`src/rtl/sqfl_pkg.sv`:
```
package sqfl_pkg;

  // ****************************************************************
  // Timing figures, counted in switching oscillator cycles.
  // ****************************************************************
  localparam int unsigned PHASE_CYCLES     = 1024;
  localparam int unsigned SOFT_FULL_CYCLES = 3072;
  localparam int unsigned PUMP_CYCLES      = 4096;
  localparam int unsigned TMR_W            = 13;
  localparam logic [1:0]  PHASE_RESET      = 2'h0;
  localparam logic [1:0]  PHASE_FULL       = 2'h3;

  typedef enum logic [2:0] {
    SQFL_OFF,
    SQFL_REF_UP,
    SQFL_MAIN_UP,
    SQFL_NEG_UP,
    SQFL_POS_UP,
    SQFL_READY,
    SQFL_FAULT
  } sqfl_state_t;

endpackage

```
`src/rtl/sqfl_sequencer.sv`:
```
// How it works
// - Shutdown low disables all converters and reference; high starts sequence.
// - In shutdown the reference output is pulled to ground.
// - Any transition on the shutdown input clears the latched fault once the die is cool.
// - Reference enables first, then main boost with soft-start active.
// - Regulator enables with main boost; it never affects sequence or ready.
// - Negative pump enables on first main comparator change; comparator held low.
// - Positive pump starts once negative feedback falls below its threshold.
// - Positive feedback above threshold asserts ready low, enables buffer.
// - Pumpless variants still insert two 4096-cycle delays before ready.
// - Soft-start has four phases; the first limits to a quarter.
// - Without regulation each phase interval advances a phase and limit.
// - Full limit after 3072 cycles or at regulation, whichever first.
// - Each pump waits on its feedback; the 4096-cycle period applies only when pumpless.
// - Grounded fault-level pin selects preset threshold, else external level.
// - After ready, undervoltage latches fault, releases ready, keeps reference.
// - Fault trips on low reference or negative feedback above threshold.
// - Overtemperature sets the fault; clears only after the die cools.
`timescale 1ns/1ps
`default_nettype none
module sqfl_sequencer
  import sqfl_pkg::*;
(
  input  wire logic       ref_clk,
  input  wire logic       srst,
  input  wire logic       osc_tick,
  input  wire logic       shutdown_n_input,
  input  wire logic       pumps_present,
  input  wire logic       fault_level_select,
  input  wire logic       ref_ok,
  input  wire logic       main_reg_cmp,
  input  wire logic       main_uv_preset,
  input  wire logic       main_uv_ext,
  input  wire logic       neg_pump_feedback,
  input  wire logic       neg_pump_fault,
  input  wire logic       pos_pump_feedback,
  input  wire logic       pos_uv_preset,
  input  wire logic       pos_uv_ext,
  input  wire logic       input_uv,
  input  wire logic       over_temp,
  input  wire logic       cooled,
  output logic            ref_enable,
  output logic            ref_pulldown,
  output logic            main_enable,
  output logic            ldo_enable,
  output logic            neg_pump_enable,
  output logic            pos_pump_enable,
  output logic            backplane_buffer,
  output logic            main_cmp_gated,
  output logic [1:0]      soft_phase,
  output logic            ready_n_oe,
  output logic            ready_n_out,
  output logic            fault_latched
);

  // ****************************************************************
  // Input synchronisers.
  // ****************************************************************
  localparam int NIN = 14;
  logic [NIN-1:0] raw_in;
  logic [NIN-1:0] sync1_r;
  logic [NIN-1:0] sync2_r;

  assign raw_in = {shutdown_n_input, pumps_present, fault_level_select,
                   ref_ok, main_reg_cmp, main_uv_preset, main_uv_ext,
                   neg_pump_feedback, neg_pump_fault, pos_pump_feedback,
                   pos_uv_preset, pos_uv_ext, input_uv,
                   over_temp | ~cooled};

  always_ff @(posedge ref_clk) begin
    if (srst) begin
      sync1_r <= '0;
      sync2_r <= '0;
    end else begin
      sync1_r <= raw_in;
      sync2_r <= sync1_r;
    end
  end

  logic s_shutdown_n_input_n;
  logic s_pumps;
  logic s_flt_ext;
  logic s_ref_ok;
  logic s_main_cmp;
  logic s_main_uv_pre;
  logic s_main_uv_ext;
  logic s_neg_low;
  logic s_neg_fault;
  logic s_pos_high;
  logic s_pos_uv_pre;
  logic s_pos_uv_ext;
  logic s_in_uv;
  logic s_hot;

  assign {s_shutdown_n_input_n, s_pumps, s_flt_ext, s_ref_ok, s_main_cmp,
          s_main_uv_pre, s_main_uv_ext, s_neg_low, s_neg_fault,
          s_pos_high, s_pos_uv_pre, s_pos_uv_ext, s_in_uv,
          s_hot} = sync2_r;

  // ****************************************************************
  // Shutdown edge detection.
  // ****************************************************************
  logic shutdown_n_input_prev_r;
  logic shutdown_n_input_edge;

  always_ff @(posedge ref_clk) begin
    if (srst) begin
      shutdown_n_input_prev_r <= 1'b0;
    end else begin
      shutdown_n_input_prev_r <= s_shutdown_n_input_n;
    end
  end

  assign shutdown_n_input_edge = shutdown_n_input_prev_r ^ s_shutdown_n_input_n;

  // ****************************************************************
  // Fault detection.
  // ****************************************************************
  logic main_uv;
  logic pos_uv;
  logic uv_fault;
  logic trip;

  assign main_uv  = s_flt_ext ? s_main_uv_ext : s_main_uv_pre;
  assign pos_uv   = s_flt_ext ? s_pos_uv_ext : s_pos_uv_pre;

  sqfl_state_t state_r;
  sqfl_state_t state_nxt;

  assign uv_fault = (state_r == SQFL_READY) &&
                    (main_uv || pos_uv || s_in_uv ||
                     (s_pumps && s_neg_fault));
  assign trip     = uv_fault || (!s_ref_ok && state_r != SQFL_OFF &&
                    state_r != SQFL_REF_UP) ||
                    (s_pumps && s_neg_fault && state_r == SQFL_READY) ||
                    s_hot;

  logic fault_r;

  // A trip in the same cycle as a rising shutdown edge keeps the latch set.
  always_ff @(posedge ref_clk) begin
    if (srst) begin
      fault_r <= 1'b0;
    end else if (trip && s_shutdown_n_input_n) begin
      fault_r <= 1'b1;
    end else if (shutdown_n_input_edge && !s_hot) begin
      fault_r <= 1'b0;
    end
  end

  // ****************************************************************
  // Timers in oscillator cycles.
  // ****************************************************************
  logic [TMR_W-1:0] soft_cnt_r;
  logic [TMR_W-1:0] pump_cnt_r;
  logic             main_reg_seen_r;
  logic             pump_done;

  assign pump_done = (pump_cnt_r == TMR_W'(PUMP_CYCLES - 1)) && osc_tick;

  always_ff @(posedge ref_clk) begin
    if (srst || state_r == SQFL_OFF || state_r == SQFL_FAULT) begin
      soft_cnt_r <= '0;
    end else if (state_r != SQFL_REF_UP && osc_tick &&
                 soft_cnt_r != TMR_W'(SOFT_FULL_CYCLES)) begin
      soft_cnt_r <= soft_cnt_r + TMR_W'(1);
    end
  end

  always_ff @(posedge ref_clk) begin
    if (srst || state_r != state_nxt ||
        state_r == SQFL_OFF || state_r == SQFL_FAULT) begin
      pump_cnt_r <= '0;
    end else if (osc_tick && (state_r == SQFL_NEG_UP ||
                              state_r == SQFL_POS_UP)) begin
      pump_cnt_r <= pump_cnt_r + TMR_W'(1);
    end
  end

  always_ff @(posedge ref_clk) begin
    if (srst || state_r == SQFL_OFF || state_r == SQFL_FAULT) begin
      main_reg_seen_r <= 1'b0;
    end else if (state_r == SQFL_MAIN_UP && s_main_cmp) begin
      main_reg_seen_r <= 1'b1;
    end
  end

  // ****************************************************************
  // Soft-start current-limit phase.
  // ****************************************************************
  always_ff @(posedge ref_clk) begin
    if (srst || state_r == SQFL_OFF || state_r == SQFL_FAULT ||
        state_r == SQFL_REF_UP) begin
      soft_phase <= PHASE_RESET;
    end else if (main_reg_seen_r || state_r != SQFL_MAIN_UP) begin
      soft_phase <= PHASE_FULL;
    end else if (soft_cnt_r >= TMR_W'(SOFT_FULL_CYCLES)) begin
      soft_phase <= PHASE_FULL;
    end else begin
      soft_phase <= 2'(soft_cnt_r / TMR_W'(PHASE_CYCLES));
    end
  end

  // ****************************************************************
  // Sequencer.
  // ****************************************************************
  always_ff @(posedge ref_clk) begin
    if (srst) begin
      state_r <= SQFL_OFF;
    end else begin
      state_r <= state_nxt;
    end
  end

  always_comb begin
    state_nxt = state_r;
    case (state_r)
      SQFL_OFF: begin
        if (s_shutdown_n_input_n && !fault_r) begin
          state_nxt = SQFL_REF_UP;
        end
      end
      SQFL_REF_UP: begin
        if (s_ref_ok) begin
          state_nxt = SQFL_MAIN_UP;
        end
      end
      SQFL_MAIN_UP: begin
        if (s_main_cmp) begin
          state_nxt = SQFL_NEG_UP;
        end
      end
      SQFL_NEG_UP: begin
        if (s_pumps ? s_neg_low : pump_done) begin
          state_nxt = SQFL_POS_UP;
        end
      end
      SQFL_POS_UP: begin
        if (s_pumps ? s_pos_high : pump_done) begin
          state_nxt = SQFL_READY;
        end
      end
      SQFL_READY: begin
        state_nxt = SQFL_READY;
      end
      SQFL_FAULT: begin
        if (!fault_r) begin
          state_nxt = SQFL_OFF;
        end
      end
      default: begin
        state_nxt = SQFL_OFF;
      end
    endcase
    if (!s_shutdown_n_input_n) begin
      state_nxt = SQFL_OFF;
    end else if (fault_r && state_r != SQFL_OFF) begin
      state_nxt = SQFL_FAULT;
    end
  end

  // ****************************************************************
  // Output enables, all registered.
  // ****************************************************************
  logic run;

  assign run = state_r != SQFL_OFF && state_r != SQFL_FAULT &&
               state_r != SQFL_REF_UP;

  // ****************************************************************
  // Reference.
  // ****************************************************************
  // The reference stays up through a fault; only shutdown grounds it.
  always_ff @(posedge ref_clk) begin
    if (srst) begin
      ref_enable   <= 1'b0;
      ref_pulldown <= 1'b1;
    end else begin
      ref_enable   <= state_r != SQFL_OFF;
      ref_pulldown <= state_r == SQFL_OFF;
    end
  end

  // ****************************************************************
  // Main converter and linear regulator.
  // ****************************************************************
  // The regulator follows the main enable only; nothing reads it back.
  always_ff @(posedge ref_clk) begin
    if (srst) begin
      main_enable <= 1'b0;
      ldo_enable  <= 1'b0;
    end else begin
      main_enable <= run;
      ldo_enable  <= run;
    end
  end

  // ****************************************************************
  // Charge pumps.
  // ****************************************************************
  // Pumpless variants keep both enables low but still run the timers.
  always_ff @(posedge ref_clk) begin
    if (srst) begin
      neg_pump_enable <= 1'b0;
      pos_pump_enable <= 1'b0;
    end else begin
      neg_pump_enable <= run && state_r != SQFL_MAIN_UP && s_pumps;
      pos_pump_enable <= s_pumps && (state_r == SQFL_POS_UP ||
                         state_r == SQFL_READY);
    end
  end

  // ****************************************************************
  // Gated regulation comparator.
  // ****************************************************************
  // The comparator reads low until main regulation is first seen.
  always_ff @(posedge ref_clk) begin
    if (srst) begin
      main_cmp_gated <= 1'b0;
    end else begin
      main_cmp_gated <= run && state_r != SQFL_MAIN_UP && s_main_cmp;
    end
  end

  // ****************************************************************
  // Ready pin and backplane buffer.
  // ****************************************************************
  // Ready is open drain: the enable pulls the pin low, and a release
  // lets the pull-up show a fault or an unfinished sequence.
  always_ff @(posedge ref_clk) begin
    if (srst) begin
      ready_n_oe       <= 1'b0;
      backplane_buffer <= 1'b0;
    end else begin
      ready_n_oe       <= state_r == SQFL_READY;
      backplane_buffer <= state_r == SQFL_READY;
    end
  end

  assign ready_n_out = 1'b0;

  always_ff @(posedge ref_clk) begin
    if (srst) begin
      fault_latched <= 1'b0;
    end else begin
      fault_latched <= fault_r;
    end
  end

endmodule
`default_nettype wire

```
`config.mk`:
```
export PLATFORM = sky130hd
export DESIGN_NAME = sqfl_sequencer
export DESIGN_NICKNAME = d
export VERILOG_FILES = /design/src/rtl/sqfl_pkg.sv /design/src/rtl/sqfl_sequencer.sv
export SDC_FILE = /design/constraint.sdc
export NUM_CORES = 1
export LEC_CHECK = 0
export BUFFER_PORTS_ARGS = -buffer_cell sky130_fd_sc_hd__buf_4
export CAP_MARGIN = 15
export CORE_ASPECT_RATIO = 1.1
export CORE_MARGIN = 10
export CORE_UTILIZATION = 40
export CTS_BUF_LIST = sky130_fd_sc_hd__clkbuf_4 sky130_fd_sc_hd__clkbuf_8 sky130_fd_sc_hd__clkbuf_16
export DETAILED_ROUTE_END_ITERATION = 6
export GPL_TIMING_DRIVEN = 0
export SYNTH_ARGS = -nofsm -noshare
export SYNTH_HDL_FRONTEND = slang
export SYNTH_SLANG_ARGS = --single-unit
export TNS_END_PERCENT = 30
```
`constraint.sdc`:
```
create_clock -name ref_clk -period 3.34 [get_ports ref_clk]
set_input_delay 0.668 -clock ref_clk [delete_from_list [all_inputs] [get_ports ref_clk]]
set_output_delay 0.668 -clock ref_clk [all_outputs]
set_load 0.01 [all_outputs]
```
Yosys cells after proc, flatten, opt, wreduce, memory -nomap -nowiden
Cells that the tools add are included.
Cells by class
  bitwise gates (word level): 3
  multiplexer cells: 17
  eq/ne operators: 12
  magnitude comparators: 1
  $add $sub $neg: 2
  reductions and logical operators: 41
Operators by type and width (count)
  $add 13x1->13 const B: 2
  $mux 3: 8
  $pmux 3 s7: 1
  $logic_and 1x1->1: 20
  $logic_or 1x1->1: 15
  $eq 13x12->1 const B: 1
  $ge 13x12->1 const B: 1
  $ne 13x12->1 const B: 1
  $eq 3x3->1 const B: 3
  $eq 3x2->1 const B: 2
  $mux 1: 6
  $mux 2: 2
  $eq 3x1->1 const B: 1
  $logic_not 1->1: 3
  $logic_not 3->1: 1
  $ne 3x1->1 const B: 1
  $ne 3x2->1 const B: 1
  $ne 3x3->1: 1
  $ne 3x3->1 const B: 1
  $reduce_bool 3->1: 1
  $reduce_bool 2->1: 1
  $not 1->1: 1
  $or 1x1->1: 1
  $xor 1x1->1: 1
Word-level totals
  word-level logic and storage cells: 93
  bits in registers: 70

Logic depth before layout (Yosys ltp)
Gate-level depths: netlist (run 1).
  word-level depth: 11
  mapped depth: 8
  depth with buffers taken out: 7

Worst setup path after synthesis (run 1)
OpenSTA, ideal clock, no wires.
  path type: input -> register
  start: in osc_tick
  end: reg pump_cnt_r[5]
  buffers on the path: 1
  arrival time: 1.690 ns
  stages on the path: 6
  path slack: 1.535 ns
  path through: and4bb_1 > nand4_1 > o221a_2 > o211ai_2 > buf_6 > nor2_1
Between the ends
  longest elaborated chain between the ends: 10
  elaborated cells between the ends (all ways): 13
  classes of those cells: 1 x eq/ne; 7 x mux; 5 x reduce/logical
RTL lines
  from (decl): line sqfl_sequencer.sv:26  | input wire logic osc_tick,
  $logic_and 1x1->1: line sqfl_sequencer.sv:159  | assign pump_done = (pump_cnt_r == TMR_W'(PUMP_CYCLES - 1)) && osc_tick;
  $mux 1, on equally long branches: line sqfl_sequencer.sv:239, sqfl_sequencer.sv:234
  $mux 3, on equally long branches: line sqfl_sequencer.sv:239, sqfl_sequencer.sv:234
  $pmux 3 s7: line sqfl_sequencer.sv:217  | case (state_r)
  $mux 3: line sqfl_sequencer.sv:257  | end else if (fault_r && state_r != SQFL_OFF) begin
  $mux 3: line sqfl_sequencer.sv:255  | if (!s_shutdown_n_input_n) begin
  $ne 3x3->1: line sqfl_sequencer.sv:171  | if (srst || state_r != state_nxt ||
  $logic_or 1x1->1 (2 in series): line sqfl_sequencer.sv:171
  $logic_or 1x1->1: line sqfl_sequencer.sv:172  | state_r == SQFL_OFF || state_r == SQFL_FAULT) begin
  to (signal assigned): line sqfl_sequencer.sv:176  | pump_cnt_r <= pump_cnt_r + TMR_W'(1);
  to (decl): line sqfl_sequencer.sv:155  | logic [TMR_W-1:0] pump_cnt_r;
Parallel ways exist; a longest one is shown, timed or not.
A chain may end at the register's enable or synchronous reset.

Worst setup path in the final report (run 1)
  start: reg pump_cnt_r[0]
  end: reg pump_cnt_r[8]
Between the ends
  longest elaborated chain between the ends: 11
  elaborated cells between the ends (all ways): 14
  classes of those cells: 1 x add/sub; 2 x eq/ne; 7 x mux; 4 x reduce/logical
RTL lines (line)
  $eq 13x12->1: sqfl_sequencer.sv:159
  $logic_and 1x1->1: sqfl_sequencer.sv:159
  $mux 1, on equally long branches: sqfl_sequencer.sv:239, sqfl_sequencer.sv:234
  $mux 3, on equally long branches: sqfl_sequencer.sv:239, sqfl_sequencer.sv:234
  $pmux 3 s7: sqfl_sequencer.sv:217
  $mux 3: sqfl_sequencer.sv:257
  $mux 3: sqfl_sequencer.sv:255
  $ne 3x3->1: sqfl_sequencer.sv:171
  $logic_or 1x1->1 (2 in series): sqfl_sequencer.sv:171
  $logic_or 1x1->1: sqfl_sequencer.sv:172
Parallel ways exist; a longest one is shown, timed or not.

==> metrics.yaml, run 1 <==
status: "finished clean"
path_max_fanout: 10
die_y_um: 108
ctsRootBufferMaster: "clkbuf_8"
io_buffers: 29
max_cap_viol_count: 0
finalCoreUtilization_pct: 48.6
setup_tns_ns: 0
synthesis.nets: 315
layout_common_cells: "dfxtp_1, nor2_1, nor2b_1, buf_4, xor2_1"
area_growth_pct: 19.8
routed_wl_mm: 5.08
drv_slew: 0
post-route-drc-count: 0
start_util_pct: 40.6
place.gp.congestion: 0.837
cp.required_ns: 3.58
grt_pass1_wl_mm: 9.02
multi_input_area_um2: 1280
dp.cells: 408
min_period_ns: 1.93
grt_pass1_vias: 2088
p_per_area_nw_per_um2: 499
antenna_found_initial: 0
irDropWorstVdd_mv: 0.288
worstSkewPairLatency_ns: 0.34
dp_hpwl_mm: 3.74
first_iter_violations: 56
grt_max_degree: 14
worstPathArrival_ns: 2.16
die_x_um: 99.9
synth_warnings: 0
cp-end-kind: "register"
synthCells: 294
overflow: 0
hold_class: "reg -> reg"
post_cts_buffers: 0
start_kind: "register"
post_synth_num_cell_types: 50
ctsHoldBuffers: 0
viasPerCell: 4.80
num_rows: 32
drt_pass1_iterations: 4
numCtsBuffers: 9
yosysSeqAreaShare_pct: 49.8
yosys_most_used_dff: "dfxtp_1"
setup_violations: 0
final_common_cell: "dfxtp_1"
dieArea_um2: 10800
final_antenna_net_count: 0
fin_cells: 424
fmax_mhz: 519
grt_usage_pct: 10.3
fin_nets: 355
path_clk_slew_ns: 0.07
core_um2: 6930
synth_seq_cells: 70
clock_sinks: 70
crit_type: "reg -> reg"
cts_tree: "built"
period_share_pct: 57.7
register_area_um2: 1400
insertedDiodeCount: 0
clock_path_buffers: 2
post_cts_resized: 0
preCtsSetupSlack_ns: 1.18
avgSynthCellArea_um2: 9.56
synth_edf_count: 0
postLayoutSetupSlackWorst_ns: 1.41
drive_gt1_share_pct: 19.8
htreeDepth: 3
hold_viol_final: 0
async_flop_share_pct: 0
netlist_area_um2: 2810
via_count: 2035
pin_count: 31
fin_skew_ns: 0.00920
rsz0062_at_grt: "false"
wl_per_cell_um: 12.0
nFillCells: 677
leakage_nw: 1.29
## state kept, by name, indices dropped and copies added, names as in the netlist, 2 cells and up
| register | cells |
|---|---|
| sync1_r | 14 |
| soft_phase | 2 |
| soft_cnt_r | 13 |
| pump_cnt_r | 13 |
| state_r | 3 |
| sync2_r | 14 |
## cell usage after synthesis (2+ instances only)
| cell type | number | area share (%) |
|---|---|---|
| a21oi_1 | 11 | 2.0 |
| and3_1 | 3 | 0.67 |
| mux2i_1 | 2 | 0.71 |
| xnor2_1 | 9 | 2.8 |
| nor2_1 | 36 | 4.8 |
| buf_2 | 2 | 0.36 |
| clkbuf_1 | 6 | 0.80 |
| a21bo_2 | 2 | 0.71 |
| o21a_1 | 3 | 0.80 |
| a21oi_2 | 2 | 0.62 |
| xor2_1 | 16 | 5.0 |
| buf_4 | 3 | 0.80 |
| dfxtp_1 | 70 | 50 |
| nand3_1 | 10 | 1.8 |
| buf_6 | 4 | 1.6 |
| and2b_1 | 2 | 0.53 |
| and4_1 | 5 | 1.6 |
| nor4_1 | 4 | 0.89 |
| o21ai_0 | 5 | 0.89 |
| inv_1 | 8 | 1.1 |
| ha_1 | 3 | 1.3 |
| and2_1 | 3 | 0.67 |
| nor3_1 | 5 | 0.89 |
| nor2b_1 | 32 | 7.1 |
| nand4_1 | 7 | 1.6 |
| nand2b_1 | 3 | 0.67 |
| o211ai_1 | 2 | 0.53 |
| nand2_1 | 13 | 1.7 |
| a211oi_1 | 2 | 0.53 |
## path summary, 6_finish.rpt
kind	start	slack, ns	cells past startpoint	to
worst max-delay path	pump_cnt_r[0]	1.41	7	pump_cnt_r[8]
worst min-delay path	sync1_r[0]	0.44	1	sync2_r[0]
worst max register to register	pump_cnt_r[0]	1.41	7	pump_cnt_r[8]
worst min register to register	sync1_r[0]	0.44	1	sync2_r[0]
## worst max-delay path, stage by stage (launching register included)
cell and delay, ns:
dfxtp_1 0.37, ha_1 0.18, and4bb_1 0.20, nand4_1 0.22, o221a_2 0.33, o211ai_2 0.27, buf_6 0.19, nor2_1 0.05
## cells by family after synthesis
family,Yosys count,synth area share (%)
other,1,0.133
muxes,2,0.712
buffers and inverters,23,4.63
AOI/OAI and AO/OA,38,9.61
adders and majority gates,3,1.34
xor gates and xnor gates,26,8.37
DFF,70,49.8
and+or+nand+nor,131,25.4
## report_power, final
part           internal [mW]  switching, mW  total, mW
clock network          0.446          0.326      0.772
registers              0.851        0.00576      0.856
logic                 0.0305         0.0212     0.0517
## layer usage
metal	track usage [%]	vias up	wire length (µm)
li1	-	1060	-
met1	11.3	927	2300
met2	16.6	39	2450
met3	4.40	9	257
met4	5.23	0	72
met5	0	-	0
## through the flow
| step | hold WS [ns] | instance area [µm²] | total power, mW |
|---|---|---|---|
| 4_1_cts | 0.439 | 3370 | 1.70 |
| 3_5_place_dp | 0.421 | 3140 | 0.929 |
| 2_1_floorplan | 0.414 | 2810 | 0.905 |
| 3_3_place_gp | 0.421 | 3140 | 0.928 |
| 6_report | 0.436 | 3370 | 1.68 |
| 5_1_grt | 0.459 | 3370 | 1.75 |
## final cells by class
cell class                      instances  area share [%]
Sequential cell                        70            41.6
Multi-Input combinational cell        201            38.0
Timing Repair Buffer                   29            6.47
Clock buffer                           10            4.09
Tap cell                               85            3.16
Buffer                                 15            2.97
Clock inverter                          6            2.79
Inverter                                8           0.892
Note: power is estimated with default switching activity, not from simulation.
==> run 2: changes to the inputs <==
- clock period: 3.34 -> 1.7 ns (I/O delays scaled with it)
==> metrics.yaml, run 2 (synthesis results as in run 1) <==
ctsRootBufferMaster: "clkbuf_8"  # unchanged
core_um2: 6930  # unchanged
post-route-drc-count: 0  # unchanged
die_y_um: 108  # unchanged
dieArea_um2: 10800  # unchanged
dp_hpwl_mm: 3.74  # unchanged
grt_usage_pct: 10.4  # was 10.3%
design_area_um2: 3470  # was 3370 µm²
drt_pass1_iterations: 5  # was 4
hold_viol_final: 0  # unchanged
clock_path_buffers: 2  # unchanged
status: "finished with violations"  # was finished clean
violations: "setup timing"
first_iter_violations: 64  # was 56
wl_per_cell_um: 12.3  # was 12.0 µm
fin_skew_ns: 0.00943  # was 0.00920 ns
r2r_cells: 8  # was 7
path_max_fanout: 5  # was 10
grt_max_degree: 14  # unchanged
drv_slew: 0  # unchanged
die_x_um: 99.9  # unchanged
cp-end-kind: "register"  # unchanged
leakage_nw: 1.35  # was 1.29 nW
period_share_pct: 101  # was 57.7%
htreeDepth: 3  # unchanged
worstHoldPathCells: 2  # was 1
cp.required_ns: 1.94  # was 3.58 ns
fmax_mhz: 584  # was 519 MHz
numCtsBuffers: 9  # unchanged
num_rows: 32  # unchanged
irDropWorstVdd_mv: 0.566  # was 0.288 mV
worstPathArrival_ns: 1.95  # was 2.16 ns
min_period_ns: 1.71  # was 1.93 ns
final_common_cell: "dfxtp_1"  # unchanged
pin_count: 31  # unchanged
postLayoutSetupSlackWorst_ns: -0.0132  # was 1.41 ns
viasPerCell: 4.82  # was 4.80
p_per_area_nw_per_um2: 953  # was 499 nW/µm²
final_antenna_net_count: 0  # unchanged
clock_sinks: 70  # unchanged
insertedDiodeCount: 0  # unchanged
grt_pass1_vias: 2098  # was 2,088
max_cap_viol_count: 0  # unchanged
path_clk_slew_ns: 0.08  # was 0.07 ns
area_growth_pct: 23.5  # was 19.8%
largestRegisters: "sync1_r: 14 flops, sync2_r: 14 flops"  # unchanged
antenna_found_initial: 0  # unchanged
crit_type: "reg -> reg"  # unchanged
cts_tree: "built"  # unchanged
overflow: 0  # unchanged
start_util_pct: 40.6  # unchanged
io_buffers: 29  # unchanged
via_count: 2063  # was 2,035
drive_gt1_share_pct: 23.9  # was 19.8%
rsz0062_at_grt: "true"  # was false
fin_nets: 359  # was 355
layout_common_cells: "dfxtp_1, buf_4, nor2_1"  # was dfxtp_1, nor2_1, nor2b_1, buf_4, xor2_1
start_kind: "register"  # unchanged
grt_pass1_wl_mm: 9.16  # was 9.02 mm
preCtsSetupSlack_ns: -0.215  # was 1.18 ns
setup_violations: 6  # was 0
placed_cell_area_um2: 3140  # unchanged
routed_wl_mm: 5.28  # was 5.08 mm
hold_class: "in -> reg"  # was reg -> reg
place.gp.congestion: 0.837  # unchanged
worstSkewPairLatency_ns: 0.34  # about the same
run 2: changes by cell type in the layout (fill, tap and decap cells not counted), moves of 2 or more:
| cell | previous run | this run |
|---|---|---|
| dfxtp_1 | 70 | 67 |
| nor2_2 | 1 | 3 |
| clkbuf_1 | 6 | 4 |
| a21oi_4 | 0 | 2 |
| buf_4 | 32 | 36 |
| buf_2 | 2 | 0 |
| clkbuf_2 | 0 | 2 |
| dfxtp_2 | 0 | 3 |
| nor2_1 | 36 | 33 |
| buf_6 | 4 | 6 |
run 2: path summary, 6_finish.rpt:
kind                                    start             end  slack (ns)
worst max-delay path            pump_cnt_r[1]  pump_cnt_r[11]       -0.01
worst max register to register  pump_cnt_r[1]  pump_cnt_r[11]       -0.01
worst min-delay path                   cooled      sync1_r[0]        0.17
worst min register to register     sync1_r[0]      sync2_r[0]        0.44
run 2: power breakdown:
group          internal (mW)  switching, mW  total (mW)
Clock                  0.876          0.646        1.52
Combinational         0.0612         0.0429       0.104
Sequential              1.67         0.0114        1.68
Total                   2.61          0.700        3.31
run 2: per-layer routing:
metal / up-vias / part of all wire (%) / track usage (%)
li1: 1066 / - / -
met1: 949 / 45 / 11.6
met2: 40 / 49 / 17.0
met3: 8 / 4.9 / 4.40
met4: 0 / 1.3 / 4.92
met5: - / 0 / 0
run 2: repair_timing:
item / CTS / global route
hold buffers: 0 / 0
setup endpoints to repair: 16 / 25
setup buffers: 3 / 0
pin swaps: 4 / 6
cloned: 1 / 0
resized for setup: 10 / 14
hold endpoints to repair: 0 / 0
run 2: worst max-delay path: stages (launching register included):
cell and delay, ns:
dfxtp_2 0.37, ha_4 0.13, and4bb_1 0.19, nand4_1 0.16
buf_4 0.20, a31o_2 0.25, o211ai_4 0.11, buf_6 0.16
nor2_1 0.05
run 2: area by class of cell:
cell class | instances | area (µm²)
plain buffers | 15 | 111
clock buffers | 10 | 138
clock inverters | 6 | 93.8
fillers | 659 | 3450
inverters | 8 | 30.0
multi-input cells | 201 | 1340
flip-flops and latches | 70 | 1410
well taps | 85 | 106
repair buffers | 33 | 251
run 2: stage by stage:
step | TNS, ns | total power, mW | std cells | hold WS, ns | util (%)
3_5_place_dp | -2.30 | 1.83 | 408 | 0.421 | 45.3
5_1_grt | -0.710 | 3.45 | 428 | 0.165 | 50.1
6_report | -0.0292 | 3.31 | 428 | 0.175 | 50.1
2_1_floorplan | 0 | 1.78 | 294 | 0.414 | -
3_3_place_gp | -1.88 | 1.82 | 408 | 0.421 | 45.3
4_1_cts | 0 | 3.35 | 428 | 0.157 | 49.5
